### src/shared/bcast_dec_consts.svh
`ifndef BCAST_DEC_CONSTS_SVH
`define BCAST_DEC_CONSTS_SVH

// ****************************************************************
// sizes
// ****************************************************************
`define NUM_CH        16
`define ADDR_W        4
`define CODE_W        16
`define SET_W         12
`define CFG_W         3
`define MUX_W         11
`define FAULT_W       3
`define TSD_W         16

// ****************************************************************
// command codes
// ****************************************************************
`define CMD_CODE_ALL      8'h78
`define CMD_CODE_ALL_UPD  8'h79
`define CMD_SET_ALL       8'h7A
`define CMD_SET_ALL_UPD   8'h7B
`define CMD_UPD_ALL       8'h7C
`define CMD_NOP           8'hFF
`define RD_CODE_HI        4'h8
`define RD_SET_HI         4'h9
`define RD_OFS_HI         4'hA
`define RD_GAIN_HI        4'hB
`define RD_GLOBAL_HI      4'hF
`define RD_CFG_LO         4'h0
`define RD_PD_LO          4'h1
`define RD_AB_LO          4'h2
`define RD_TB_LO          4'h3
`define RD_EN_LO          4'h4
`define RD_MUX_LO         4'h5
`define RD_FAULT_LO       4'h6
`define RD_TSD_LO         4'h7

// ****************************************************************
// reset values and field slices
// ****************************************************************
`define CODE_RST      16'h0000
`define SET_RST       12'h000
`define NARROW_LSB    4
`define UNITY_GAIN    18'sh10000

`endif

### src/shared/bcast_dec_pkg.sv
package bcast_dec_pkg;

  // where a read answer is taken from
  typedef enum logic [3:0] {
    SRC_NONE,
    SRC_CODE,
    SRC_SET,
    SRC_OFS,
    SRC_GAIN,
    SRC_CFG,
    SRC_PD,
    SRC_AB,
    SRC_TB,
    SRC_EN,
    SRC_MUX,
    SRC_FAULT,
    SRC_TSD
  } rd_src_t;

  // target of a single-channel write from the per-channel decoder
  typedef enum logic [1:0] {
    WR_CODE,
    WR_SET,
    WR_OFS,
    WR_GAIN
  } chan_wr_t;

endpackage

### src/rtl/bcast_decoder.sv
`timescale 1ns/10ps
`include "bcast_dec_consts.svh"

// ****************************************************************
// broadcast write, update and read command decoder
// ****************************************************************
module bcast_decoder (
  input  wire logic                        clock_i,
  input  wire logic                        rstn_i,
  input  wire logic                        ce_i,
  input  wire logic                        narrow_i,
  input  wire logic                        frame_valid_i,
  input  wire logic [7:0]                  frame_cmd_i,
  input  wire logic [15:0]                 frame_data_i,
  input  wire logic                        chan_wr_i,
  input  wire bcast_dec_pkg::chan_wr_t     chan_wr_sel_i,
  input  wire logic [`ADDR_W-1:0]          chan_wr_addr_i,
  input  wire logic [`CODE_W-1:0]          chan_wr_data_i,
  input  wire logic [`CFG_W-1:0]           cfg_i,
  input  wire logic [`NUM_CH-1:0]          pd_i,
  input  wire logic [`NUM_CH-1:0]          ab_i,
  input  wire logic [`NUM_CH-1:0]          tb_i,
  input  wire logic [`NUM_CH-1:0]          en_i,
  input  wire logic [`MUX_W-1:0]           mux_i,
  input  wire logic [`FAULT_W-1:0]         fault_pin_i,
  input  wire logic [`TSD_W-1:0]           tsd_pin_i,
  output logic      [`NUM_CH*`CODE_W-1:0]  in_code_o,
  output logic      [`NUM_CH*`CODE_W-1:0]  out_code_o,
  output logic      [`NUM_CH*`SET_W-1:0]   settings_o,
  output logic                             read_valid_o,
  output logic      [15:0]                 read_data_o,
  output logic                             cmd_unknown_o
);

  // ****************************************************************
  // command decode
  // ****************************************************************
  wire [3:0] hi = frame_cmd_i[7:4];
  wire [3:0] lo = frame_cmd_i[3:0];

  // every write strobe needs frame_valid_i; the no-op test does not, it only
  // carves 0xFF out of the unknown range
  wire do_code_all     = frame_valid_i & (frame_cmd_i == `CMD_CODE_ALL);
  wire do_code_all_upd = frame_valid_i & (frame_cmd_i == `CMD_CODE_ALL_UPD);
  wire do_set_all      = frame_valid_i & (frame_cmd_i == `CMD_SET_ALL);
  wire do_set_all_upd  = frame_valid_i & (frame_cmd_i == `CMD_SET_ALL_UPD);
  wire do_upd_all      = frame_valid_i & (frame_cmd_i == `CMD_UPD_ALL);
  wire is_nop          = frame_cmd_i == `CMD_NOP;

  wire is_rd_chan = (hi == `RD_CODE_HI) | (hi == `RD_SET_HI) |
                    (hi == `RD_OFS_HI) | (hi == `RD_GAIN_HI);
  wire is_rd_glob = (hi == `RD_GLOBAL_HI) & (lo <= `RD_TSD_LO);
  wire is_bcast   = (frame_cmd_i >= `CMD_CODE_ALL) & (frame_cmd_i <= `CMD_UPD_ALL);
  // other command ranges are decoded elsewhere; only the unlisted 0x7D..0x7F
  // and 0xF8..0xFE holes are flagged here
  wire is_hole    = ((frame_cmd_i > `CMD_UPD_ALL) & (hi == 4'h7)) |
                    ((hi == `RD_GLOBAL_HI) & (lo > `RD_TSD_LO) & !is_nop);

  // ****************************************************************
  // payload fields
  // ****************************************************************
  wire [`CODE_W-1:0] wide_code_field   = frame_data_i;
  wire [11:0]        narrow_code_field = frame_data_i[15:`NARROW_LSB];
  // narrow variant keeps its code right-aligned in the register
  wire [`CODE_W-1:0] bcast_code = narrow_i ? {4'h0, narrow_code_field}
                                           : wide_code_field;
  // settings word sits in frame bits 19:8, the low twelve bits of the payload
  wire [`SET_W-1:0]  bcast_set  = frame_data_i[`SET_W-1:0];

  // ****************************************************************
  // bank controls
  // ****************************************************************
  wire code_one  = chan_wr_i & (chan_wr_sel_i == bcast_dec_pkg::WR_CODE);
  wire set_one   = chan_wr_i & (chan_wr_sel_i == bcast_dec_pkg::WR_SET);
  wire ofs_one   = chan_wr_i & (chan_wr_sel_i == bcast_dec_pkg::WR_OFS);
  wire gain_one  = chan_wr_i & (chan_wr_sel_i == bcast_dec_pkg::WR_GAIN);
  wire code_all  = do_code_all | do_code_all_upd;
  // outputs take the new code directly so load and update land together
  wire out_all   = do_code_all_upd;
  wire out_copy  = do_upd_all | do_set_all_upd;
  wire set_all   = do_set_all | do_set_all_upd;

  wire [`ADDR_W-1:0] rd_addr = lo;
  wire [`CODE_W-1:0] in_rd;
  wire [`CODE_W-1:0] out_rd;
  wire [`SET_W-1:0]  set_rd;
  wire [`CODE_W-1:0] ofs_rd;
  wire [`CODE_W-1:0] gain_rd;
  wire [`NUM_CH*`CODE_W-1:0] ofs_all;
  wire [`NUM_CH*`CODE_W-1:0] gain_all;

  // ****************************************************************
  // per-channel storage
  // ****************************************************************
  channel_bank #(.W(`CODE_W)) u_in_bank (
    .clock_i     (clock_i),
    .rstn_i      (rstn_i),
    .ce_i        (ce_i),
    .wr_one_i    (code_one),
    .wr_all_i    (code_all),
    .wr_addr_i   (chan_wr_addr_i),
    .wr_data_i   (code_all ? bcast_code : chan_wr_data_i),
    .copy_i      (1'b0),
    .copy_data_i ('0),
    .rd_addr_i   (rd_addr),
    .rd_data_o   (in_rd),
    .all_o       (in_code_o)
  );

  // output bank: only broadcast loads and whole-bank copies reach it
  channel_bank #(.W(`CODE_W)) u_out_bank (
    .clock_i     (clock_i),
    .rstn_i      (rstn_i),
    .ce_i        (ce_i),
    .wr_one_i    (1'b0),
    .wr_all_i    (out_all),
    .wr_addr_i   (chan_wr_addr_i),
    .wr_data_i   (bcast_code),
    .copy_i      (out_copy),
    .copy_data_i (in_code_o),
    .rd_addr_i   (rd_addr),
    .rd_data_o   (out_rd),
    .all_o       (out_code_o)
  );

  channel_bank #(.W(`SET_W)) u_set_bank (
    .clock_i     (clock_i),
    .rstn_i      (rstn_i),
    .ce_i        (ce_i),
    .wr_one_i    (set_one),
    .wr_all_i    (set_all),
    .wr_addr_i   (chan_wr_addr_i),
    .wr_data_i   (set_all ? bcast_set : chan_wr_data_i[`SET_W-1:0]),
    .copy_i      (1'b0),
    .copy_data_i ('0),
    .rd_addr_i   (rd_addr),
    .rd_data_o   (set_rd),
    .all_o       (settings_o)
  );

  channel_bank #(.W(`CODE_W)) u_ofs_bank (
    .clock_i     (clock_i),
    .rstn_i      (rstn_i),
    .ce_i        (ce_i),
    .wr_one_i    (ofs_one),
    .wr_all_i    (1'b0),
    .wr_addr_i   (chan_wr_addr_i),
    .wr_data_i   (chan_wr_data_i),
    .copy_i      (1'b0),
    .copy_data_i ('0),
    .rd_addr_i   (rd_addr),
    .rd_data_o   (ofs_rd),
    .all_o       (ofs_all)
  );

  channel_bank #(.W(`CODE_W)) u_gain_bank (
    .clock_i     (clock_i),
    .rstn_i      (rstn_i),
    .ce_i        (ce_i),
    .wr_one_i    (gain_one),
    .wr_all_i    (1'b0),
    .wr_addr_i   (chan_wr_addr_i),
    .wr_data_i   (chan_wr_data_i),
    .copy_i      (1'b0),
    .copy_data_i ('0),
    .rd_addr_i   (rd_addr),
    .rd_data_o   (gain_rd),
    .all_o       (gain_all)
  );

  // ****************************************************************
  // status pins from outside the clock domain
  // ****************************************************************
  // a glitch shorter than one clock never reaches the fault or thermal read
  wire [`FAULT_W-1:0] fault_lvl;
  wire [`TSD_W-1:0]   tsd_lvl;

  pin_sync #(.W(`FAULT_W)) u_fault_sync (
    .clock_i (clock_i),
    .rstn_i  (rstn_i),
    .ce_i    (ce_i),
    .pin_i   (fault_pin_i),
    .level_o (fault_lvl)
  );

  pin_sync #(.W(`TSD_W)) u_tsd_sync (
    .clock_i (clock_i),
    .rstn_i  (rstn_i),
    .ce_i    (ce_i),
    .pin_i   (tsd_pin_i),
    .level_o (tsd_lvl)
  );

  // ****************************************************************
  // read source selection, stage one
  // ****************************************************************
  // global words are sampled at the frame edge so a later change cannot leak in
  bcast_dec_pkg::rd_src_t src_next;
  bcast_dec_pkg::rd_src_t src_reg;
  logic [15:0]            glob_next;
  logic [15:0]            glob_reg;

  always_comb begin
    src_next  = bcast_dec_pkg::SRC_NONE;
    glob_next = 16'h0000;
    if (frame_valid_i) begin
      case (hi)
        `RD_CODE_HI: src_next = bcast_dec_pkg::SRC_CODE;
        `RD_SET_HI:  src_next = bcast_dec_pkg::SRC_SET;
        `RD_OFS_HI:  src_next = bcast_dec_pkg::SRC_OFS;
        `RD_GAIN_HI: src_next = bcast_dec_pkg::SRC_GAIN;
        `RD_GLOBAL_HI: begin
          case (lo)
            `RD_CFG_LO: begin
              src_next  = bcast_dec_pkg::SRC_CFG;
              glob_next = {13'h0, cfg_i};
            end
            `RD_PD_LO: begin
              src_next  = bcast_dec_pkg::SRC_PD;
              glob_next = pd_i;
            end
            `RD_AB_LO: begin
              src_next  = bcast_dec_pkg::SRC_AB;
              glob_next = ab_i;
            end
            `RD_TB_LO: begin
              src_next  = bcast_dec_pkg::SRC_TB;
              glob_next = tb_i;
            end
            `RD_EN_LO: begin
              src_next  = bcast_dec_pkg::SRC_EN;
              glob_next = en_i;
            end
            `RD_MUX_LO: begin
              src_next  = bcast_dec_pkg::SRC_MUX;
              glob_next = {5'h0, mux_i};
            end
            `RD_FAULT_LO: begin
              src_next  = bcast_dec_pkg::SRC_FAULT;
              glob_next = {13'h0, fault_lvl};
            end
            `RD_TSD_LO: begin
              src_next  = bcast_dec_pkg::SRC_TSD;
              glob_next = tsd_lvl;
            end
            default: src_next = bcast_dec_pkg::SRC_NONE;
          endcase
        end
        default: src_next = bcast_dec_pkg::SRC_NONE;
      endcase
    end
  end

  // ****************************************************************
  // corrected code: out * (1 + gain/2^16) + offset, clamped
  // ****************************************************************
  // math runs on the bank's registered word, so only one multiplier is needed
  // limitation: a result below zero clamps silently, with no flag raised
  wire signed [17:0] gain_fac = `UNITY_GAIN + {{2{gain_rd[15]}}, gain_rd};
  wire signed [17:0] code_s   = {2'b00, out_rd};
  wire signed [35:0] prod     = code_s * gain_fac;
  wire signed [18:0] adj_sum  = {prod[34], prod[33:16]} + {{3{ofs_rd[15]}}, ofs_rd};
  wire [15:0] adj_code = adj_sum[18] ? 16'h0000 :
                         (adj_sum[17:16] != 2'b00) ? 16'hFFFF : adj_sum[15:0];

  // ****************************************************************
  // read answer, stage two
  // ****************************************************************
  // the answer is chosen one cycle after the frame, when the banks' registered
  // read words for the addressed channel have settled
  wire [15:0] ans =
    (src_reg == bcast_dec_pkg::SRC_CODE) ? adj_code :
    (src_reg == bcast_dec_pkg::SRC_SET)  ? {4'h0, set_rd} :
    (src_reg == bcast_dec_pkg::SRC_OFS)  ? ofs_rd :
    (src_reg == bcast_dec_pkg::SRC_GAIN) ? gain_rd : glob_reg;

  // stage one registers: source and the global word captured with the frame
  always_ff @(posedge clock_i or negedge rstn_i) begin
    if (!rstn_i) begin
      src_reg  <= bcast_dec_pkg::SRC_NONE;
      glob_reg <= 16'h0000;
    end else if (ce_i) begin
      src_reg  <= src_next;
      glob_reg <= glob_next;
    end
  end

  // answer and unknown-command flag
  // the flag is a one-cycle pulse, so it needs no clear and cannot stick
  always_ff @(posedge clock_i or negedge rstn_i) begin
    if (!rstn_i) begin
      read_valid_o  <= 1'b0;
      read_data_o   <= 16'h0000;
      cmd_unknown_o <= 1'b0;
    end else if (ce_i) begin
      read_valid_o  <= src_reg != bcast_dec_pkg::SRC_NONE;
      read_data_o   <= (src_reg != bcast_dec_pkg::SRC_NONE) ? ans : 16'h0000;
      cmd_unknown_o <= frame_valid_i & is_hole & !is_bcast & !is_rd_chan & !is_rd_glob;
    end
  end

endmodule

### src/rtl/channel_bank.sv
`timescale 1ns/10ps
`include "bcast_dec_consts.svh"

// ****************************************************************
// one register per channel, with single, broadcast and copy loads
// ****************************************************************
module channel_bank #(
  parameter int W = 16
) (
  input  wire logic                  clock_i,
  input  wire logic                  rstn_i,
  input  wire logic                  ce_i,
  input  wire logic                  wr_one_i,
  input  wire logic                  wr_all_i,
  input  wire logic [`ADDR_W-1:0]    wr_addr_i,
  input  wire logic [W-1:0]          wr_data_i,
  input  wire logic                  copy_i,
  input  wire logic [`NUM_CH*W-1:0]  copy_data_i,
  input  wire logic [`ADDR_W-1:0]    rd_addr_i,
  output logic      [W-1:0]          rd_data_o,
  output logic      [`NUM_CH*W-1:0]  all_o
);

  // broadcast wins over a single write; copy is lowest
  genvar g;
  generate
    for (g = 0; g < `NUM_CH; g++) begin : gen_entry
      wire hit = wr_all_i | (wr_one_i & (wr_addr_i == `ADDR_W'(g)));
      always_ff @(posedge clock_i or negedge rstn_i) begin
        if (!rstn_i) begin
          all_o[g*W +: W] <= '0;
        end else if (ce_i) begin
          if (hit) begin
            all_o[g*W +: W] <= wr_data_i;
          end else if (copy_i) begin
            all_o[g*W +: W] <= copy_data_i[g*W +: W];
          end
        end
      end
    end
  endgenerate

  // read data registered: one cycle from address to data
  always_ff @(posedge clock_i or negedge rstn_i) begin
    if (!rstn_i) begin
      rd_data_o <= '0;
    end else if (ce_i) begin
      rd_data_o <= all_o[rd_addr_i*W +: W];
    end
  end

endmodule

### src/rtl/pin_sync.sv
`timescale 1ns/10ps

// ****************************************************************
// three-stage pin synchroniser, accepts a change once stages agree
// ****************************************************************
module pin_sync #(
  parameter int W = 1
) (
  input  wire logic          clock_i,
  input  wire logic          rstn_i,
  input  wire logic          ce_i,
  input  wire logic [W-1:0]  pin_i,
  output logic      [W-1:0]  level_o
);

  logic [W-1:0] meta_reg;
  logic [W-1:0] s2_reg;
  logic [W-1:0] s3_reg;

  // meta_reg feeds only s2_reg; filtering looks at s2/s3 only
  always_ff @(posedge clock_i or negedge rstn_i) begin
    if (!rstn_i) begin
      meta_reg <= '0;
      s2_reg   <= '0;
      s3_reg   <= '0;
      level_o  <= '0;
    end else if (ce_i) begin
      meta_reg <= pin_i;
      s2_reg   <= meta_reg;
      s3_reg   <= s2_reg;
      level_o  <= (s2_reg & s3_reg) | (level_o & (s2_reg | s3_reg));
    end
  end

endmodule

### config.mk
export PLATFORM = sky130hd
export DESIGN_NAME = bcast_decoder
export DESIGN_NICKNAME = d
export VERILOG_FILES = /design/src/shared/bcast_dec_pkg.sv /design/src/rtl/bcast_decoder.sv /design/src/rtl/channel_bank.sv /design/src/rtl/pin_sync.sv
export VERILOG_INCLUDE_DIRS = /design/src /design/src/shared
export SDC_FILE = /design/constraint.sdc
export NUM_CORES = 2
export LEC_CHECK = 0
export BUFFER_PORTS_ARGS = -buffer_cell sky130_fd_sc_hd__buf_2
export CAP_MARGIN = 20
export CORE_ASPECT_RATIO = 0.6
export CORE_MARGIN = 2
export CORE_UTILIZATION = 35
export CTS_CLUSTER_SIZE = 16
export DETAILED_ROUTE_END_ITERATION = 7
export PLACE_DENSITY = 0.6
export SLEW_MARGIN = 5
export SYNTH_ARGS = -nofsm -noshare
export SYNTH_HDL_FRONTEND = slang
export SYNTH_HIERARCHICAL = 1
export SYNTH_SLANG_ARGS = --single-unit
export TNS_END_PERCENT = 5
### constraint.sdc
create_clock -name clock_i -period 17.75 [get_ports clock_i]
set_input_delay 3.55 -clock clock_i [delete_from_list [all_inputs] [get_ports clock_i]]
set_output_delay 3.55 -clock clock_i [all_outputs]
set_load 0.005 [all_outputs]
==> summary.md <==
| Metric | Value |
|---|---|
| Die H | 392 um |
| CTS tree | done |
| ANT nets after route | 0 |
| Post-Synthesis Cell Area | 87900 um^2 |
| Via Count | 62400 |
| Root Buffer | clkbuf_16 |
| Final setup vio count | 0 |
| Max-Slew Margin vs Limit | 18.0% |
| Setup TNS | 0 ns |
| WP buf/inv | 3 |
| Yosys warns | 6 |
| Share of cells above drive strength 1 | 50.7% |
| Status | complete, no violations |
| Clock-pin slew on the worst setup and hold paths | 0.06 ns |
| Initial Util | 35.2% |
| Hold slack final | 0.488 ns |
| First-pass GRT wire length | 455000 um |
| P&R area growth vs syn | 19.0% |
| Site row count | 142 |
| Worst skew pair latency | 0.85 ns |
| Fmax | 112 MHz |
| Number of global-route vias before repair | 63600 |
| DRC viols | 0 |
| GRT overflow | 0 |
| GRT Total Usage | 24.2% |
| Largest net degree at the start of global routing | 185 |
| Placed wire-length estimate | 230000 um |
| Slew Limit Fails | 0 |
| CP delay by family, top | adder cells |
| RD Place Congestion | 0.938 |
| Worst-path maximum fanout | 18 |
| Mapped Avg Cell Area | 13.3 um^2 |
| Clock Sinks | 1390 |
| RSZ-0062 raised after global routing | false |
| Die span in x | 651 um |
| Final #Nets | 8807 |
| Worst-margin pin slew | 1.23 ns |
| Number of vias per cell | 5.31 |
| Syn Inst Count | 6588 |
| CP required | 18.42 ns |
| Data arrival, critical path | 9.60 ns |
| Max Clock Skew | 0.0915 ns |
| Clock H-tree levels | 4 |
| Placed cell count | 11400 |
| Final period utilization | 50.3% |
| Final hold vios | 0 |
| Top-Level Pins | 871 |
| Post-CTS setup buffer count | 0 |
| CP dominant cell by count | fa_1 |
| IO Port Bufs | 870 |
| Crit start category | flip-flop |
| Antenna violations before repair | 29 |
| Setup crit end kind | flip-flop |
| Fin cells | 11800 |
| Wire per inst | 26.9 um |
| FILL cells | 23300 |
| Hold_buf cts | 0 |
| CTS buffer count | 159 |
| Post-CTS sizing | 0 |
| Die Area | 255000 um^2 |
| Post-detailed-routing wire length | 316000 um |
| First-pass DRT Iterations | 6 |
| Fin crit period | 8.93 ns |
| 1st-iter DRT viols | 5410 |
| Worst min-delay path class | flip-flop to flip-flop |
| Core Footprint | 250000 um^2 |
| Slowest stage delay, CP | 1.01 ns |
| Max_cap viols | 0 |
| Critical-path top delay cell | dfrtp_1 |
| Max Root-Sink Buffers | 4 |
| Setup Crit Path Kind | flip-flop to flip-flop |
per-stage QoR:
stage                     instance area (um^2)  setup WS [ns]  util, %
final                                   105000           8.82     41.9
after detailed placement                 98900           8.87     39.6
after global placement                   98800           9.07     39.6
after CTS                               104000           8.84     41.7
after floorplan                          91500           9.93        -
after global routing                    105000           8.26     41.9
final cells by class:
class                           count  area [um^2]  share of cell area [%]
Multi-Input combinational cell   5388        53000                    50.7
Sequential cell                  1390        34800                    33.3
Timing Repair Buffer             1052         6060                    5.80
Clock buffer                      223         4570                    4.38
Tap cell                         3312         4140                    3.96
Inverter                          322         1210                    1.16
Clock inverter                     57          724                   0.693
Antenna cell                        9         22.5                  0.0215
metal layers:
| layer | GRT usage (%) | part of all wire [%] | wire length (um) |
|---|---|---|---|
| met1 | 34.6 | 45 | 143000 |
| met5 | 0 | 0.028 | 90 |
| met2 | 35.8 | 43 | 136000 |
| met3 | 5.60 | 7.9 | 24800 |
| met4 | 8.24 | 3.8 | 11900 |
layout by cell type, fill, tap and decap left out, types with 40 or more instances in the layout:
| cell type | count |
|---|---|
| mux2_4 | 116 |
| o21ai_0 | 44 |
| nand2b_1 | 40 |
| nand2_1 | 247 |
| clkbuf_16 | 163 |
| fa_1 | 209 |
| mux2_2 | 2440 |
| inv_1 | 317 |
| a21oi_1 | 132 |
| conb_1 | 975 |
| buf_4 | 155 |
| and2_1 | 110 |
| ha_1 | 136 |
| buf_2 | 865 |
| a21boi_2 | 55 |
| mux4_2 | 240 |
| o22ai_1 | 138 |
| nor2_1 | 43 |
| dfrtp_1 | 1390 |
| a21oi_4 | 44 |
path summary, 6_finish.rpt:
path,start,endpoint,slack [ns],cells after the start
setup / recovery,u_out_bank/rd_data_o[10],read_data_o[1],8.82,28
hold / removal,cmd_unknown_o,cmd_unknown_o,0.49,1
setup reg to reg,u_out_bank/rd_data_o[10],read_data_o[1],8.82,28
hold reg to reg,cmd_unknown_o,cmd_unknown_o,0.49,1
max in group asynchronous,rstn_i,u_out_bank/all_o[164],11.69,4
min in group asynchronous,rstn_i,u_set_bank/all_o[31],2.65,1
Power is left out: the tool's default activity adds up to more than one toggle a clock period on the data nets, which glitch-free logic cannot reach.
